### src/rtl/pcs_cfg.svh
// Constants for the configuration strap decoder
`ifndef PCS_CFG_SVH
`define PCS_CFG_SVH

`define PCS_NPORTS 4
`define PCS_ADV_W 4
`define PCS_ADV_10HD 0
`define PCS_ADV_10FD 1
`define PCS_ADV_100HD 2
`define PCS_ADV_100FD 3
`define PCS_ADV_NONE 4'h0
`define PCS_ADV_MODE_ALL 2'h0
`define PCS_ADV_MODE_100 2'h1
`define PCS_ADV_MODE_10 2'h2
`define PCS_ADV_MODE_ALT 2'h3
`define PCS_CNT_W 4
`define PCS_CNT_ZERO 4'h0
`define PCS_CNT_ONE 4'h1
`define PCS_CLK_NS 100
`define PCS_SETTLE_NS 300
`define PCS_SETTLE_CYC ((`PCS_SETTLE_NS + `PCS_CLK_NS - 1) / `PCS_CLK_NS)
`define PCS_SYNC_W 2
`define PCS_SYNC_RST 2'h0

`endif

### src/rtl/pcs_pkg.sv
// Types shared by the configuration strap decoder
`include "pcs_cfg.svh"

package pcs_pkg;

  typedef enum logic [1:0] {
    PCS_ST_WAIT = 2'b00,
    PCS_ST_SETTLE = 2'b01,
    PCS_ST_RUN = 2'b10
  } pcs_state_e;

  typedef logic [`PCS_ADV_W-1:0] pcs_adv_t;

  typedef struct packed {
    logic an_enable;
    logic speed;
    logic link_test;
    logic iface;
    logic full_duplex_strap;
  } pcs_strap_s;

  typedef struct packed {
    logic speed_100;
    logic link_test_off;
    logic fiber;
    logic scram_bypass;
    logic full_duplex;
    pcs_adv_t adv;
    logic mii_0_13;
    logic mii_19_8;
    logic mii_19_2;
  } pcs_port_cfg_s;

endpackage

### src/rtl/pcs_adv_decode.sv
// Speed advertisement decode from the latched straps
`timescale 1ns/10ps
`default_nettype none
`include "pcs_cfg.svh"

module pcs_adv_decode (
  // Latched straps
  input wire pcs_pkg::pcs_strap_s straps,
  // Advertised abilities, zero when negotiation is off
  output logic [`PCS_ADV_W-1:0] adv
);
  import pcs_pkg::*;

  function automatic pcs_adv_t adv_of(input logic [1:0] mode, input logic fd);
    pcs_adv_t a;
    a = `PCS_ADV_NONE;
    case (mode)
      `PCS_ADV_MODE_100: begin
        a[`PCS_ADV_100HD] = 1'b1;
      end
      `PCS_ADV_MODE_10: begin
        a[`PCS_ADV_10HD] = 1'b1;
      end
      default: begin
        a[`PCS_ADV_10HD] = 1'b1;
        a[`PCS_ADV_100HD] = 1'b1;
      end
    endcase
    // Full duplex abilities only where the half duplex one is offered
    a[`PCS_ADV_10FD] = fd & a[`PCS_ADV_10HD];
    a[`PCS_ADV_100FD] = fd & a[`PCS_ADV_100HD];
    return a;
  endfunction

  always_comb begin
    if (straps.an_enable) begin
      adv = adv_of({straps.iface, straps.link_test}, straps.full_duplex_strap);
    end else begin
      adv = `PCS_ADV_NONE;
    end
  end

endmodule
`default_nettype wire

### src/rtl/pcs_strap_decode.sv
// Chip-wide configuration strap capture and per-port decode
`timescale 1ns/10ps
`default_nettype none
`include "pcs_cfg.svh"

// Functional notes
// - With negotiation on, advertised speeds on all ports come from link-test, interface and duplex straps.
// - With negotiation off and link-test strap high, the 10 Mbps link test is off and bit 19.8 reads one.
// - With negotiation off and link-test strap low, the 10 Mbps link test stays on and bit 19.8 reads zero.
// - With negotiation on, the interface strap joins the link-test strap to pick advertised speeds.
// - With negotiation off and port_select_mode low, the interface strap chooses twisted pair or fiber media.
// - Selecting fiber bypasses the transmit scrambler and sets bit 19.2; fiber at 10 Mbps also raises the error flag.
// - With negotiation off, speed strap high gives 100 Mbps and bit 0.13 one, low gives 10 Mbps and zero.
// - With the interface strap low and port_select_mode low, twisted pair is used and bit 19.2 reads zero.
module pcs_strap_decode (
  // Clock and reset
  input wire logic ref_clk,
  input wire logic rstn,
  // Chip-wide straps from the board
  input wire pcs_pkg::pcs_strap_s strap_in,
  // Per-port media choice without negotiation: port_select_mode high enables it, per_port_media_select high picks fiber
  input wire logic port_select_mode,
  input wire logic [`PCS_NPORTS-1:0] per_port_media_select,
  // Request to capture the straps again
  input wire logic strap_reload,
  // Decoded configuration and status
  output var pcs_pkg::pcs_port_cfg_s [`PCS_NPORTS-1:0] port_cfg_ff,
  output var pcs_pkg::pcs_strap_s strap_latched_ff,
  output var logic cfg_valid_ff,
  output var logic fiber_10m_err_ff
);
  import pcs_pkg::*;

  localparam logic [`PCS_CNT_W-1:0] SETTLE_CNT = `PCS_CNT_W'(`PCS_SETTLE_CYC);

  // Media choice of one port; forced media only without negotiation
  function automatic logic fiber_of(input logic an, input logic mode, input logic sel,
                                    input logic iface);
    logic f;
    f = 1'b0;
    if (!an) begin
      f = mode ? sel : iface;
    end
    return f;
  endfunction

  // Reset release through two flops
  logic [`PCS_SYNC_W-1:0] rst_sync_ff;
  logic rst_n_sync;

  always_ff @(posedge ref_clk or negedge rstn) begin
    if (!rstn) begin
      rst_sync_ff <= `PCS_SYNC_RST;
    end else begin
      rst_sync_ff <= {rst_sync_ff[0], 1'b1};
    end
  end

  assign rst_n_sync = rst_sync_ff[1];

  // Strap capture: straps must hold steady for the settle time
  pcs_state_e state_ff;
  pcs_state_e nxt_state;
  logic [`PCS_CNT_W-1:0] cnt_ff;
  logic [`PCS_CNT_W-1:0] nxt_cnt;
  pcs_strap_s sample_ff;
  pcs_strap_s nxt_sample;
  pcs_strap_s nxt_strap_latched;
  logic nxt_cfg_valid;

  always_comb begin
    nxt_state = state_ff;
    nxt_cnt = cnt_ff;
    nxt_sample = sample_ff;
    nxt_strap_latched = strap_latched_ff;
    case (state_ff)
      PCS_ST_WAIT: begin
        nxt_sample = strap_in;
        nxt_cnt = `PCS_CNT_ZERO;
        nxt_state = PCS_ST_SETTLE;
      end
      PCS_ST_SETTLE: begin
        nxt_sample = strap_in;
        if (strap_in != sample_ff) begin
          nxt_cnt = `PCS_CNT_ZERO;
        end else if (cnt_ff == SETTLE_CNT) begin
          nxt_strap_latched = sample_ff;
          nxt_state = PCS_ST_RUN;
        end else begin
          nxt_cnt = `PCS_CNT_W'(cnt_ff + `PCS_CNT_ONE);
        end
      end
      PCS_ST_RUN: begin
        if (strap_reload) begin
          nxt_cnt = `PCS_CNT_ZERO;
          nxt_sample = strap_in;
          nxt_state = PCS_ST_SETTLE;
        end
      end
      default: begin
        nxt_state = PCS_ST_WAIT;
        nxt_cnt = `PCS_CNT_ZERO;
      end
    endcase
    nxt_cfg_valid = (nxt_state == PCS_ST_RUN);
  end

  always_ff @(posedge ref_clk or negedge rst_n_sync) begin
    if (!rst_n_sync) begin
      state_ff <= PCS_ST_WAIT;
      cnt_ff <= `PCS_CNT_ZERO;
      sample_ff <= '0;
      strap_latched_ff <= '0;
      cfg_valid_ff <= 1'b0;
    end else begin
      state_ff <= nxt_state;
      cnt_ff <= nxt_cnt;
      sample_ff <= nxt_sample;
      strap_latched_ff <= nxt_strap_latched;
      cfg_valid_ff <= nxt_cfg_valid;
    end
  end

  // Advertisement shared by every port
  pcs_adv_t adv_w;

  pcs_adv_decode u_adv (
    .straps(strap_latched_ff),
    .adv(adv_w)
  );

  // Per-port decode
  logic [`PCS_NPORTS-1:0] fiber_slow;

  for (genvar p = 0; p < `PCS_NPORTS; p++) begin : g_port
    pcs_port_cfg_s nxt_cfg;

    always_comb begin
      nxt_cfg = '0;
      nxt_cfg.full_duplex = strap_latched_ff.full_duplex_strap;
      if (strap_latched_ff.an_enable) begin
        nxt_cfg.adv = adv_w;
        nxt_cfg.speed_100 = adv_w[`PCS_ADV_100HD];
        nxt_cfg.link_test_off = 1'b0;
      end else begin
        nxt_cfg.adv = `PCS_ADV_NONE;
        nxt_cfg.speed_100 = strap_latched_ff.speed;
        nxt_cfg.link_test_off = strap_latched_ff.link_test;
      end
      nxt_cfg.fiber = fiber_of(strap_latched_ff.an_enable, port_select_mode,
                               per_port_media_select[p], strap_latched_ff.iface);
      nxt_cfg.scram_bypass = nxt_cfg.fiber;
      nxt_cfg.mii_0_13 = nxt_cfg.speed_100;
      nxt_cfg.mii_19_8 = nxt_cfg.link_test_off;
      nxt_cfg.mii_19_2 = nxt_cfg.fiber;
    end

    assign fiber_slow[p] = nxt_cfg.fiber & ~nxt_cfg.speed_100;

    always_ff @(posedge ref_clk or negedge rst_n_sync) begin
      if (!rst_n_sync) begin
        port_cfg_ff[p] <= '0;
      end else begin
        port_cfg_ff[p] <= nxt_cfg;
      end
    end
  end

  // Fiber at 10 Mbps is a board error; flagged only on a valid capture
  logic nxt_fiber_10m_err;

  always_comb begin
    nxt_fiber_10m_err = (state_ff == PCS_ST_RUN) & (|fiber_slow);
  end

  always_ff @(posedge ref_clk or negedge rst_n_sync) begin
    if (!rst_n_sync) begin
      fiber_10m_err_ff <= 1'b0;
    end else begin
      fiber_10m_err_ff <= nxt_fiber_10m_err;
    end
  end

endmodule
`default_nettype wire
### config.mk
export PLATFORM = sky130hd
export DESIGN_NAME = pcs_strap_decode
export DESIGN_NICKNAME = d
export VERILOG_FILES = /design/src/rtl/pcs_pkg.sv /design/src/rtl/pcs_adv_decode.sv /design/src/rtl/pcs_strap_decode.sv
export VERILOG_INCLUDE_DIRS = /design/src /design/src/rtl
export SDC_FILE = /design/constraint.sdc
export NUM_CORES = 1
export LEC_CHECK = 0
export BUFFER_PORTS_ARGS = -buffer_cell sky130_fd_sc_hd__buf_4
export CORE_ASPECT_RATIO = 2
export CORE_MARGIN = 8
export CORE_UTILIZATION = 51
export CTS_CLUSTER_SIZE = 24
export DETAILED_ROUTE_END_ITERATION = 6
export PLACE_DENSITY = 0.85
export SETUP_SLACK_MARGIN = 0.05
export SLEW_MARGIN = 20
export SYNTH_ARGS = -nofsm -noshare
export SYNTH_HDL_FRONTEND = slang
export SYNTH_HIERARCHICAL = 1
export SYNTH_SLANG_ARGS = --single-unit
### constraint.sdc
create_clock -name ref_clk -period 1.8 [get_ports ref_clk]
set_input_delay 0.36 -clock ref_clk [delete_from_list [all_inputs] [get_ports ref_clk]]
set_output_delay 0.36 -clock ref_clk [all_outputs]
set_load 0.03 [all_outputs]
Yosys cells after proc, flatten, opt, wreduce, memory -nomap -nowiden:

Cells that the tools add are included.

* memory bits (writable): 0
* output and inout bits: 55
* register bits: 31
* bits in latches: 0
* bits in read-only memories: 0
* memories kept: 0

* magnitude comparators: 0
* equality and inequality tests: 9
* div/mod/pow operators: 0
* bitwise logic cells: 9
* $add $sub $neg: 1
* $mul: 0
* shift operators: 0
* multiplexer cells: 24
* reductions and logical operators: 7

Operators by type and width (count)
* $mux 4: 4
* $mux 1: 12
* $pmux 5 s2: 1
* $mux 2: 4
* $pmux 4 s2: 1
* $and 1x1->1: 7
* $eq 2x2->1 const B: 3
* $pmux 2 s3: 1
* $mux 5: 1
* $ne 5x5->1: 1
* $add 4x1->4 const B: 1
* $eq 2x1->1 const B: 2
* $eq 4x2->1 const B: 1
* $reduce_and 2->1: 2
* $reduce_or 4->1: 1
* $ne 3x3->1 const B: 1
* $reduce_and 3->1: 1
* $logic_not 2->1: 1
* $ne 2x2->1 const B: 1
* $not 1->1: 2
* $reduce_bool 2->1: 1
* $reduce_or 2->1: 1

Longest topological paths before layout:

Gate-level depths: netlist (run 1).

* depth after elaboration: 8
* depth in mapped cells: 5
* gate-level depth less buffers: 5

Hierarchy:

The synthesis (run 1) kept the hierarchy.

Modules (own cells, without submodules)
* pcs_strap_decode: seq. area each 775.7 um^2, area an instance 1554.0 um^2, cells each 134, times used 1
* pcs_adv_decode: seq. area each 0.0 um^2, area an instance 36.3 um^2, cells each 7, times used 1

Worst setup path after synthesis (run 1):

No wires, ideal clock.

* path kind: flip-flop to flip-flop
* from: register cnt_ff[0]
* to: register strap_latched_ff[0] (netlist bit)
* cell stages (with the launch flop): 5
* arrival time: 1711 ps
* path slack: -36 ps
* cells stage by stage: dfrtp_1 ha_1 or3b_1 nor4_4 mux2_2

* cells in the longest elaborated chain, start to end: 2

RTL lines
* start: declaration: RTL line pcs_strap_decode.sv:64 `` logic [`PCS_CNT_W-1:0] cnt_ff; ``
* start signal: assignment: RTL line pcs_strap_decode.sv:111 `` cnt_ff <= `PCS_CNT_ZERO; ``
* start signal: assignment: RTL line pcs_strap_decode.sv:117 `cnt_ff <= nxt_cnt;`
* $eq 4x2->1: RTL line pcs_strap_decode.sv:86 `end else if (cnt_ff == SETTLE_CNT) begin`
* $reduce_and 3->1 (no line)
* end signal: assignment: RTL line pcs_strap_decode.sv:119 `strap_latched_ff <= nxt_strap_latched;`
* end: declaration: RTL line pcs_strap_decode.sv:28 `output var pcs_pkg::pcs_strap_s strap_latched_ff,`

Every way passes these cells.
A chain may end at the register's enable or synchronous reset.

Worst setup path in the final report (run 1):

* from: register cnt_ff[1]
* to: register strap_latched_ff[2] (netlist bit)

Same word-level chain as after synthesis.

==> results.toml, run 1 <==
[layout]
finalInstanceArea_mm2 = 0.00210
n_fill_cell = 222
postLayoutCoreUtil_pct = 70.5
drive_gt1_share_pct = 57.1
area.growth.synth_to_final_pct = 32.0
num-nets-final = 204
num_antenna_cells = 0

[pwr]
switching_share_pct = 22.7
irDropWorstVdd_v = 0.000607
p_per_area_mw_per_mm2 = 690
pwr-share-seq_pct = 49.8
p_int_mw = 1.12
p_leak_nw = 1.11
power_switching_mw = 0.329
clkPwrFrac_pct = 40.4
comb_power_share_pct = 9.8

[sta]
report.final.slew_viol_count = 0
period_minus_slack_ns = 1.73
setup_viol = 0
relSlewSlack_pct = 63.4
finalClockSkew_ns = 0.00368
rsz0062_at_grt = "true"
final.setup.tns_ns = 0
final_hold_viol_count = 0
worst_pin_slew_ns = 0.545
max_freq_mhz = 578
post-route-period-util_pct = 96.1

[worst_setup_path]
crit_required_ns = 1.96
cp-start-kind = "flip-flop"
startpoint = "cnt_ff[1]"
rr_startpoint = "cnt_ff[1]"
worst_r2r_path_depth = 5
end_kind = "flip-flop"
cp.arrival_ns = 1.89
crit_type = "reg -> reg"
worstPathMaxFanout = 4

[clock_tree]
cts.htree.levels = 2
cts_buffers = 5
cts-root-buf = "clkbuf_8"
cts_tree = "built"
clockBufferDepth = 2
path_clk_slew_ns = 0.06
insertion_delay_ns = 0.28
cts.sinks = 31

[die]
die_h_um = 95.0
dieArea_mm2 = 0.00527
core_area_mm2 = 0.00298
std_cell_rows = 28
io_pins = 68
initial_core_util_pct = 53.4
dieWidth_um = 55.5

[yosys]
synth_cell_types = 32
synth_ff_type = "dfrtp_1"
avgSynthCellArea_um2 = 11.3
netlist.area_leader.share_pct = 48.8
synth-seq-cells = 31
synthesis.nets = 155
synth_area_leaders = "dfrtp_1, buf_4, mux2_2, xnor2_1, nand2_1"
synth-edff-count = 0
syn_area_mm2 = 0.00159
yosysWarnings = 6
async_flop_share_pct = 100
syn_inst = 141
synth_top_cell_by_area = "dfrtp_1"
yosysSeqAreaShare_pct = 48.8

[drt]
drtIter0Drc = 27
wl_per_cell_um = 17.5
vias_per_cell = 5.41
detail-route-antenna-nets = 0
drtPass1Iterations = 4
vias = 1196
drc = 0
drt_wl_total_um = 3860

[global_route]
grt_overflow = 0
busiest_layer = "met2"
met1_usage_pct = 15.4
grtUsageMet2_pct = 26.3
grt_pass1_vias = 1288
antenna_found_initial = 0
met3_usage_pct = 8.20
grt.total_usage_pct = 15.5
grt_pass1_wl_um = 6540
grt_max_degree = 30

[placed_design]
port_buffers = 67
gp_congestion = 0.839
dp_hpwl_um = 2910
post_dp_cell_area_mm2 = 0.00189

[status]
status = "complete, no violations"

[flow_run]
maxCapViolCount = 0

[hold_path]
min_path_type = "reg -> async"
==> worst max-delay path, stage by stage (launching register included) <==
cell     delay [ns]
dfrtp_1        0.40
ha_4           0.16
or3b_4         0.41
nor4_4         0.16
buf_4          0.19
mux2_4         0.30
==> layout by cell type (no fill, tap or decap), drive strengths merged, types with 2 or more instances in the layout <==
cell,Yosys,routed
buf,38,80
inv,3,3
nand2b,2,2
mux2,11,11
a21o,3,3
and2,4,4
dfrtp,31,31
a21oi,6,6
or2b,2,2
nor3b,2,2
nand2,9,9
a21boi,2,2
nor4,2,2
or2,3,3
a2111oi,3,3
clkbuf,1,8
xnor2,5,5
==> path summary, 6_finish.rpt <==
path,endpoint,slack [ns]
min in group ref_clk,sample_ff[3],0.33
setup / recovery,strap_latched_ff[2],0.07
hold reg to reg,strap_latched_ff[0],0.27
setup reg to reg,strap_latched_ff[2],0.07
hold / removal,strap_latched_ff[0],0.27
max in group asynchronous,cfg_valid_ff,1.26
==> power groups by stage <==
stage | registers [mW] | logic [mW] | clock network, mW
floorplan | 0.750 | 0.0663 | 0
global placement | 0.732 | 0.133 | 0
detailed placement | 0.733 | 0.137 | 0
CTS | 0.722 | 0.141 | 0.597
global route | 0.723 | 0.154 | 0.636
finish | 0.722 | 0.142 | 0.586
==> synth_stat cells (all sizes together), types with 2 or more instances <==
library cell	instances
buf	38
dfrtp	31
mux2	11
nand2	9
a21oi	6
xnor2	5
and2	4
a2111oi	3
a21o	3
inv	3
or2	3
a21boi	2
nand2b	2
nor3b	2
nor4	2
or2b	2
==> routing by layer <==
layer | vias up | routed length [µm]
li1 | 533 | -
met1 | 579 | 1350
met2 | 78 | 2000
met3 | 6 | 446
met4 | 0 | 68
met5 | - | 0
==> area by class of cell <==
class | instances | area, µm² | share of cell area, %
tap | 30 | 37.5 | 1.79
clock buffer | 8 | 100 | 4.77
inverter | 3 | 11.3 | 0.536
multi-input combinational | 68 | 564 | 26.9
sequential | 31 | 776 | 36.9
timing repair buffer | 81 | 611 | 29.1
==> kinds of logic (layout without fill, tap and decap cells) <==
group	Yosys count	in the layout	synth area share [%]
other cells	1	1	0.236
compound gates	18	18	7.87
fa+ha+maj	1	1	0.787
simple gates	32	32	12.9
xor+xnor	5	5	2.75
buf+inv	42	92	18.9
mux	11	11	7.79
flops	31	31	48.8
==> sequential cells by signal, summed over array words and instances, names as in the netlist <==
signal and flops:
fiber_10m_err_ff 1, cfg_valid_ff 1, strap_latched_ff 5, state_ff 2, cnt_ff 4, port_cfg_ff 11, sample_ff 5, rst_sync_ff 2
==> timing repair <==
| action | CTS | global route |
|---|---|---|
| pin swaps | 2 | 1 |
| resized for setup | 7 | 4 |
| setup endpoints to repair | 6 | 8 |
| setup buffers | 4 | 3 |
| hold buffers | 1 | 0 |
| hold endpoints to repair | 2 | 0 |
==> metrics by stage <==
stage,hold WS (ns),power [mW],cells,worst slack (ns)
after global routing,0.303,1.51,221,0.00671
after floorplan,0.0644,0.816,141,0.0642
after CTS,0.284,1.46,218,-0.0247
final,0.269,1.45,221,0.0693
after detailed placement,0.143,0.871,205,-0.0944
after global placement,0.142,0.865,205,0.0530
No activity file was read; power rests on OpenSTA's default activity.
==> run 2: changes to the inputs <==
CORE_UTILIZATION = 47   (was 51)
PLACE_DENSITY = 0.79   (was 0.85)
clock period = 1.66 ns   (was 1.8 ns; I/O delays follow)
==> run 2 against run 1 <==
Compared with the run above: the run now ends with setup timing left; global-route usage is 2.5 points lower; count of clock-buffer cells in the layout is 2 lower; hold slack got worse by 0.025 ns; clock skew grew 0.0038 ns.
==> results.toml, run 2 (synthesized netlist as in run 1, its figures left out) <==
[status]
status = "complete, but fails checks"
violations = "setup timing"

[worst_setup_path]
cp.arrival_ns = 1.88
crit_type = "reg -> reg"
critical-path-top-delay-family = "simple AND/OR/NAND/NOR gates"
cp-start-kind = "flip-flop"
cpPeakStageDelay_ns = 0.41
path_cells = "ha_2, or3b_4, nor4_4, buf_6, mux2_4"
crit_required_ns = 1.82
end_kind = "flip-flop"
worstPathMaxFanout = 7
path_buf_inv = 1
slowest_stage = "or3b_4"

[die]
std_cell_rows = 30
core_area_mm2 = 0.00330
dieWidth_um = 57.1
die_h_um = 98.3
initial_core_util_pct = 48.1
dieArea_mm2 = 0.00561
io_pins = 68

[flow_run]
maxCapViolCount = 0

[drt]
drtPass1Iterations = 4
vias = 1165
drc = 0
drtIter0Drc = 13
wl_per_cell_um = 16.2
detail-route-antenna-nets = 0
drt_wl_total_um = 3670
vias_per_cell = 5.13

[global_route]
grt_max_degree = 17
grt_pass1_wl_um = 5990
busiest_layer = "met2"
grtUsageMet2_pct = 21.4
met3_usage_pct = 8.05
met1_usage_pct = 12.5
antenna_found_initial = 0
grt_pass1_vias = 1241
grt_overflow = 0
grt.total_usage_pct = 13.0

[placed_design]
port_buffers = 67
place_ws_ns = -0.0714
post_dp_cell_area_mm2 = 0.00196
gp_congestion = 0.774
dp_hpwl_um = 2830

[hold_path]
min_path_type = "reg -> async"

[pwr]
power_switching_mw = 0.370
clkPwrFrac_pct = 44.4
p_total_mw = 1.70
irDropWorstVdd_v = 0.000576
comb_power_share_pct = 9.2
p_int_mw = 1.33
p_per_area_mw_per_mm2 = 775
pwr-share-seq_pct = 46.4
p_leak_nw = 1.15
switching_share_pct = 21.8

[sta]
rsz0062_at_grt = "true"
final.setup.tns_ns = -0.262
period_minus_slack_ns = 1.72
max_freq_mhz = 582
finalClockSkew_ns = 0.00746
relSlewSlack_pct = 60.8
worst_slack_ns = -0.0592
worst_pin_slew_ns = 0.589
setup_viol = 5
post-route-period-util_pct = 104
report.final.slew_viol_count = 0
final_hold_viol_count = 0

[layout]
num_antenna_cells = 0
largest_reg_flops = 11
largestRegisters = "port_cfg_ff x11, sample_ff x5, strap_latched_ff x5"
area.growth.synth_to_final_pct = 37.8
num-nets-final = 208
n_fill_cell = 268
finalInstanceArea_mm2 = 0.00219
layout_commonest_cell = "buf_4"
seq_area_um2 = 776
most-common-layout-cells = "buf_4, dfrtp_1, nand2_1"
regMostFlops = "port_cfg_ff"
multiInputGateArea_um2 = 587
drive_gt1_share_pct = 59.5

[clock_tree]
path_clk_slew_ns = 0.07
cts_buffers = 5
cts-root-buf = "clkbuf_8"
cts.htree.levels = 2
cts.sinks = 31
insertion_delay_ns = 0.28
clockBufferDepth = 2
cts_tree = "built"
[run 2: cell count changes in the layout (fill, tap and decap cells not counted), sizes merged]
cell / delta
clkbuf: -2
bufinv: +1
clkinv: +1
buf: +4
[run 2: area by class of cell]
cell class,instances,share of cell area (%)
inverters,3,0.514
clock buffers,6,3.77
repair buffers,85,30.1
clock inverters,2,1.60
well taps,32,1.83
multi-input cells,68,26.8
flip-flops and latches,31,35.4
[run 2: what timing repair did]
item	4_1_cts	5_1_grt
setup buffers	2	2
gates resized for setup	9	6
hold buffers	1	0
pin swaps	3	2
endpoints found under the setup margin	6	8
hold endpoints to repair	2	0
[run 2: path summary, 6_finish.rpt]
path	depth (start not counted)	to	startpoint	slack, ns
min reg2reg	0	port_cfg_ff[43]	rst_sync_ff[1]	0.24
min	0	port_cfg_ff[43]	rst_sync_ff[1]	0.24
max in group asynchronous	1	strap_latched_ff[3]	rst_sync_ff[1]	0.92
max reg2reg	5	strap_latched_ff[1]	cnt_ff[1]	-0.06
min in group ref_clk	2	sample_ff[4]	strap_in[4]	0.30
max	5	strap_latched_ff[1]	cnt_ff[1]	-0.06
[run 2: power by group through the flow]
stage | logic [mW] | clock network, mW | registers, mW
after floorplan | 0.0734 | 0 | 0.813
after global placement | 0.150 | 0 | 0.800
after detailed placement | 0.153 | 0 | 0.802
after CTS | 0.156 | 0.772 | 0.788
after global routing | 0.169 | 0.811 | 0.790
final | 0.157 | 0.754 | 0.787
[run 2: worst register-to-register path, cell delays in order (launching register included)]
cell	delay, ns
dfrtp_1	0.37
ha_2	0.19
or3b_4	0.41
nor4_4	0.15
buf_6	0.17
mux2_4	0.31
[run 2: per-stage QoR]
stage / hold WS, ns / cells / util [%]
floorplan: 0.0364 / 141 / -
global placement: 0.116 / 214 / 59.4
detailed placement: 0.117 / 214 / 59.4
CTS: 0.266 / 225 / 64.9
global route: 0.294 / 227 / 66.4
finish: 0.244 / 227 / 66.4
[run 2: metal layers]
layer / share of wire, % / vias to the layer above
met5: 0 / -
met4: 1.6 / 0
met3: 14 / 5
met2: 50 / 65
met1: 34 / 548
li1: - / 547
==> run 3: changes to the inputs <==
CELL_PAD_IN_SITES_DETAIL_PLACEMENT = 0   (was unset)
CELL_PAD_IN_SITES_GLOBAL_PLACEMENT = 1   (was unset)
CORE_UTILIZATION = 35   (was 47)
PLACE_DENSITY = unset   (was 0.79)
PLACE_DENSITY_LB_ADDON = 0.1   (was unset)
==> run 3 against run 2 <==
Compared with the run above: the flow still finishes with violations (setup timing); global-route usage fell by 2.1 points; count of clock-buffer cells in the layout unchanged; clock power shrank 30%; fmax increased by 2.3%.
==> results.toml, run 3 (synthesized netlist as in run 1, its figures left out) <==
[global_route]
grt_pass1_wl_um = 6160
antenna_found_initial = 0
grt_pass1_vias = 1263
grt_overflow = 0
grt_max_degree = 30
grt.total_usage_pct = 10.9

[drt]
detail-route-antenna-nets = 0
drc = 0
vias_per_cell = 4.67
drtPass1Iterations = 4
wl_met3_um = 394
wl_met2_um = 2120
drt_wl_total_um = 3810
drt-met1-wl_um = 1220
vias = 1172
wl_per_cell_um = 15.2
maxUsedRoutingLayer = "met4"
drtIter0Drc = 23

[pwr]
switching_share_pct = 23.8
p_int_mw = 1.12
comb_power_share_pct = 11.4
clkPwrFrac_pct = 35.7
p_total_mw = 1.48
p_leak_nw = 1.18
irDropWorstVdd_v = 0.000490
pwr-share-seq_pct = 52.9
p_per_area_mw_per_mm2 = 669
power_switching_mw = 0.352

[sta]
post-route-period-util_pct = 101
worst_slack_ns = -0.0205
report.final.slew_viol_count = 0
rsz0062_at_grt = "true"
setup_viol = 5
max_freq_mhz = 595
final_hold_viol_count = 0
period_minus_slack_ns = 1.68
finalClockSkew_ns = 0.00431

[die]
die_h_um = 111
dieWidth_um = 63.7
dieArea_mm2 = 0.00709
initial_core_util_pct = 36.3
core_area_mm2 = 0.00438
io_pins = 68
std_cell_rows = 34

[layout]
layout_commonest_cell = "buf_4"
num_antenna_cells = 0
drive_gt1_share_pct = 59.9
regMostFlops = "port_cfg_ff"
largestRegisters = "port_cfg_ff x11, sample_ff x5, strap_latched_ff x5"
largest_reg_flops = 11
n_fill_cell = 404
multiInputGateArea_um2 = 602
seq_area_um2 = 776
postLayoutCoreUtil_pct = 50.4
area.growth.synth_to_final_pct = 38.8
most-common-layout-cells = "buf_4, dfrtp_1, nand2_1, a21oi_1, mux2_2"
num-nets-final = 212

[clock_tree]
clockBufferDepth = 2
cts_buffers = 5
cts.sinks = 31
insertion_delay_ns = 0.27
cts_tree = "built"
path_clk_slew_ns = 0.06
cts-root-buf = "clkbuf_8"
cts.htree.levels = 2

[status]
violations = "setup timing"
status = "complete, but fails checks"

[worst_setup_path]
critical-path-top-delay-family = "simple AND/OR/NAND/NOR gates"
crit_type = "reg -> reg"
slowest_stage = "or3b_4"
worstPathMaxFanout = 6
cp-start-kind = "flip-flop"
path_buf_inv = 1
cp.arrival_ns = 1.84
end_kind = "flip-flop"
crit_required_ns = 1.82
path_cells = "ha_2, or3b_4, nor4_4, buf_6, mux2_4"
cpPeakStageDelay_ns = 0.41

[placed_design]
place_ws_ns = -0.155
dp_hpwl_um = 2900
gp_congestion = 0.760
port_buffers = 67

[hold_path]
min_path_type = "reg -> async"

[flow_run]
maxCapViolCount = 0
==> run 3: cell count changes in the layout (fill, tap and decap cells not counted) <==
| cell | before | now |
|---|---|---|
| buf_4 | 81 | 86 |
| xnor2_1 | 5 | 3 |
| xnor2_2 | 0 | 2 |
| buf_12 | 1 | 0 |
| bufinv_16 | 1 | 0 |
| clkbuf_1 | 0 | 1 |
| clkbuf_8 | 6 | 5 |
| clkinv_2 | 1 | 0 |
| nor3b_1 | 0 | 1 |
| nor3b_4 | 1 | 0 |
| o41ai_2 | 1 | 0 |
| o41ai_4 | 0 | 1 |
==> run 3: final timing paths <==
path                       slack, ns  cells after the start           start                   to
hold reg to reg                 0.25                      1  rst_sync_ff[1]          state_ff[0]
max in group asynchronous       1.14                      1  rst_sync_ff[1]      port_cfg_ff[24]
min in group ref_clk            0.31                      2     strap_in[2]         sample_ff[2]
setup reg to reg               -0.02                      5       cnt_ff[0]  strap_latched_ff[3]
hold / removal                  0.25                      1  rst_sync_ff[1]          state_ff[0]
setup / recovery               -0.02                      5       cnt_ff[0]  strap_latched_ff[3]
==> run 3: layer usage <==
metal,global-route usage (%),vias to the layer above
met2,20.6,57
li1,-,548
met4,4.95,0
met3,5.57,7
met1,8.78,560
met5,0,-
==> run 3: cell type report <==
cell class | instances | share of cell area, %
Sequential cell | 31 | 35.1
Clock buffer | 6 | 3.29
Tap cell | 54 | 3.06
Timing Repair Buffer | 89 | 30.7
Inverter | 3 | 0.510
Multi-Input combinational cell | 68 | 27.3
==> run 3: power by group through the flow <==
stage	Clock (mW)	Sequential [mW]	Combinational (mW)
after CTS	0.550	0.780	0.165
after floorplan	0	0.813	0.0734
after detailed placement	0	0.794	0.159
after global placement	0	0.793	0.157
final	0.527	0.781	0.168
after global routing	0.583	0.782	0.184
==> run 3: what timing repair did <==
action                     in CTS  in global routing
pin swaps                       3                  4
hold endpoints to repair        2                  0
setup endpoints to repair      10                 10
gates cloned                    0                  0
hold buffers                    1                  0
gates resized for setup        10                  6
buffers inserted                4                  2
==> run 3: per-stage QoR <==
stage               setup TNS (ns)  instances  area (µm²)  hold WS [ns]
floorplan                   -0.379        141        1600        0.0364
global placement            -0.345        238        1990         0.114
detailed placement          -0.764        238        1990         0.116
CTS                         -0.337        249        2150         0.272
global route                -0.461        251        2210         0.304
finish                     -0.0875        251        2210         0.248
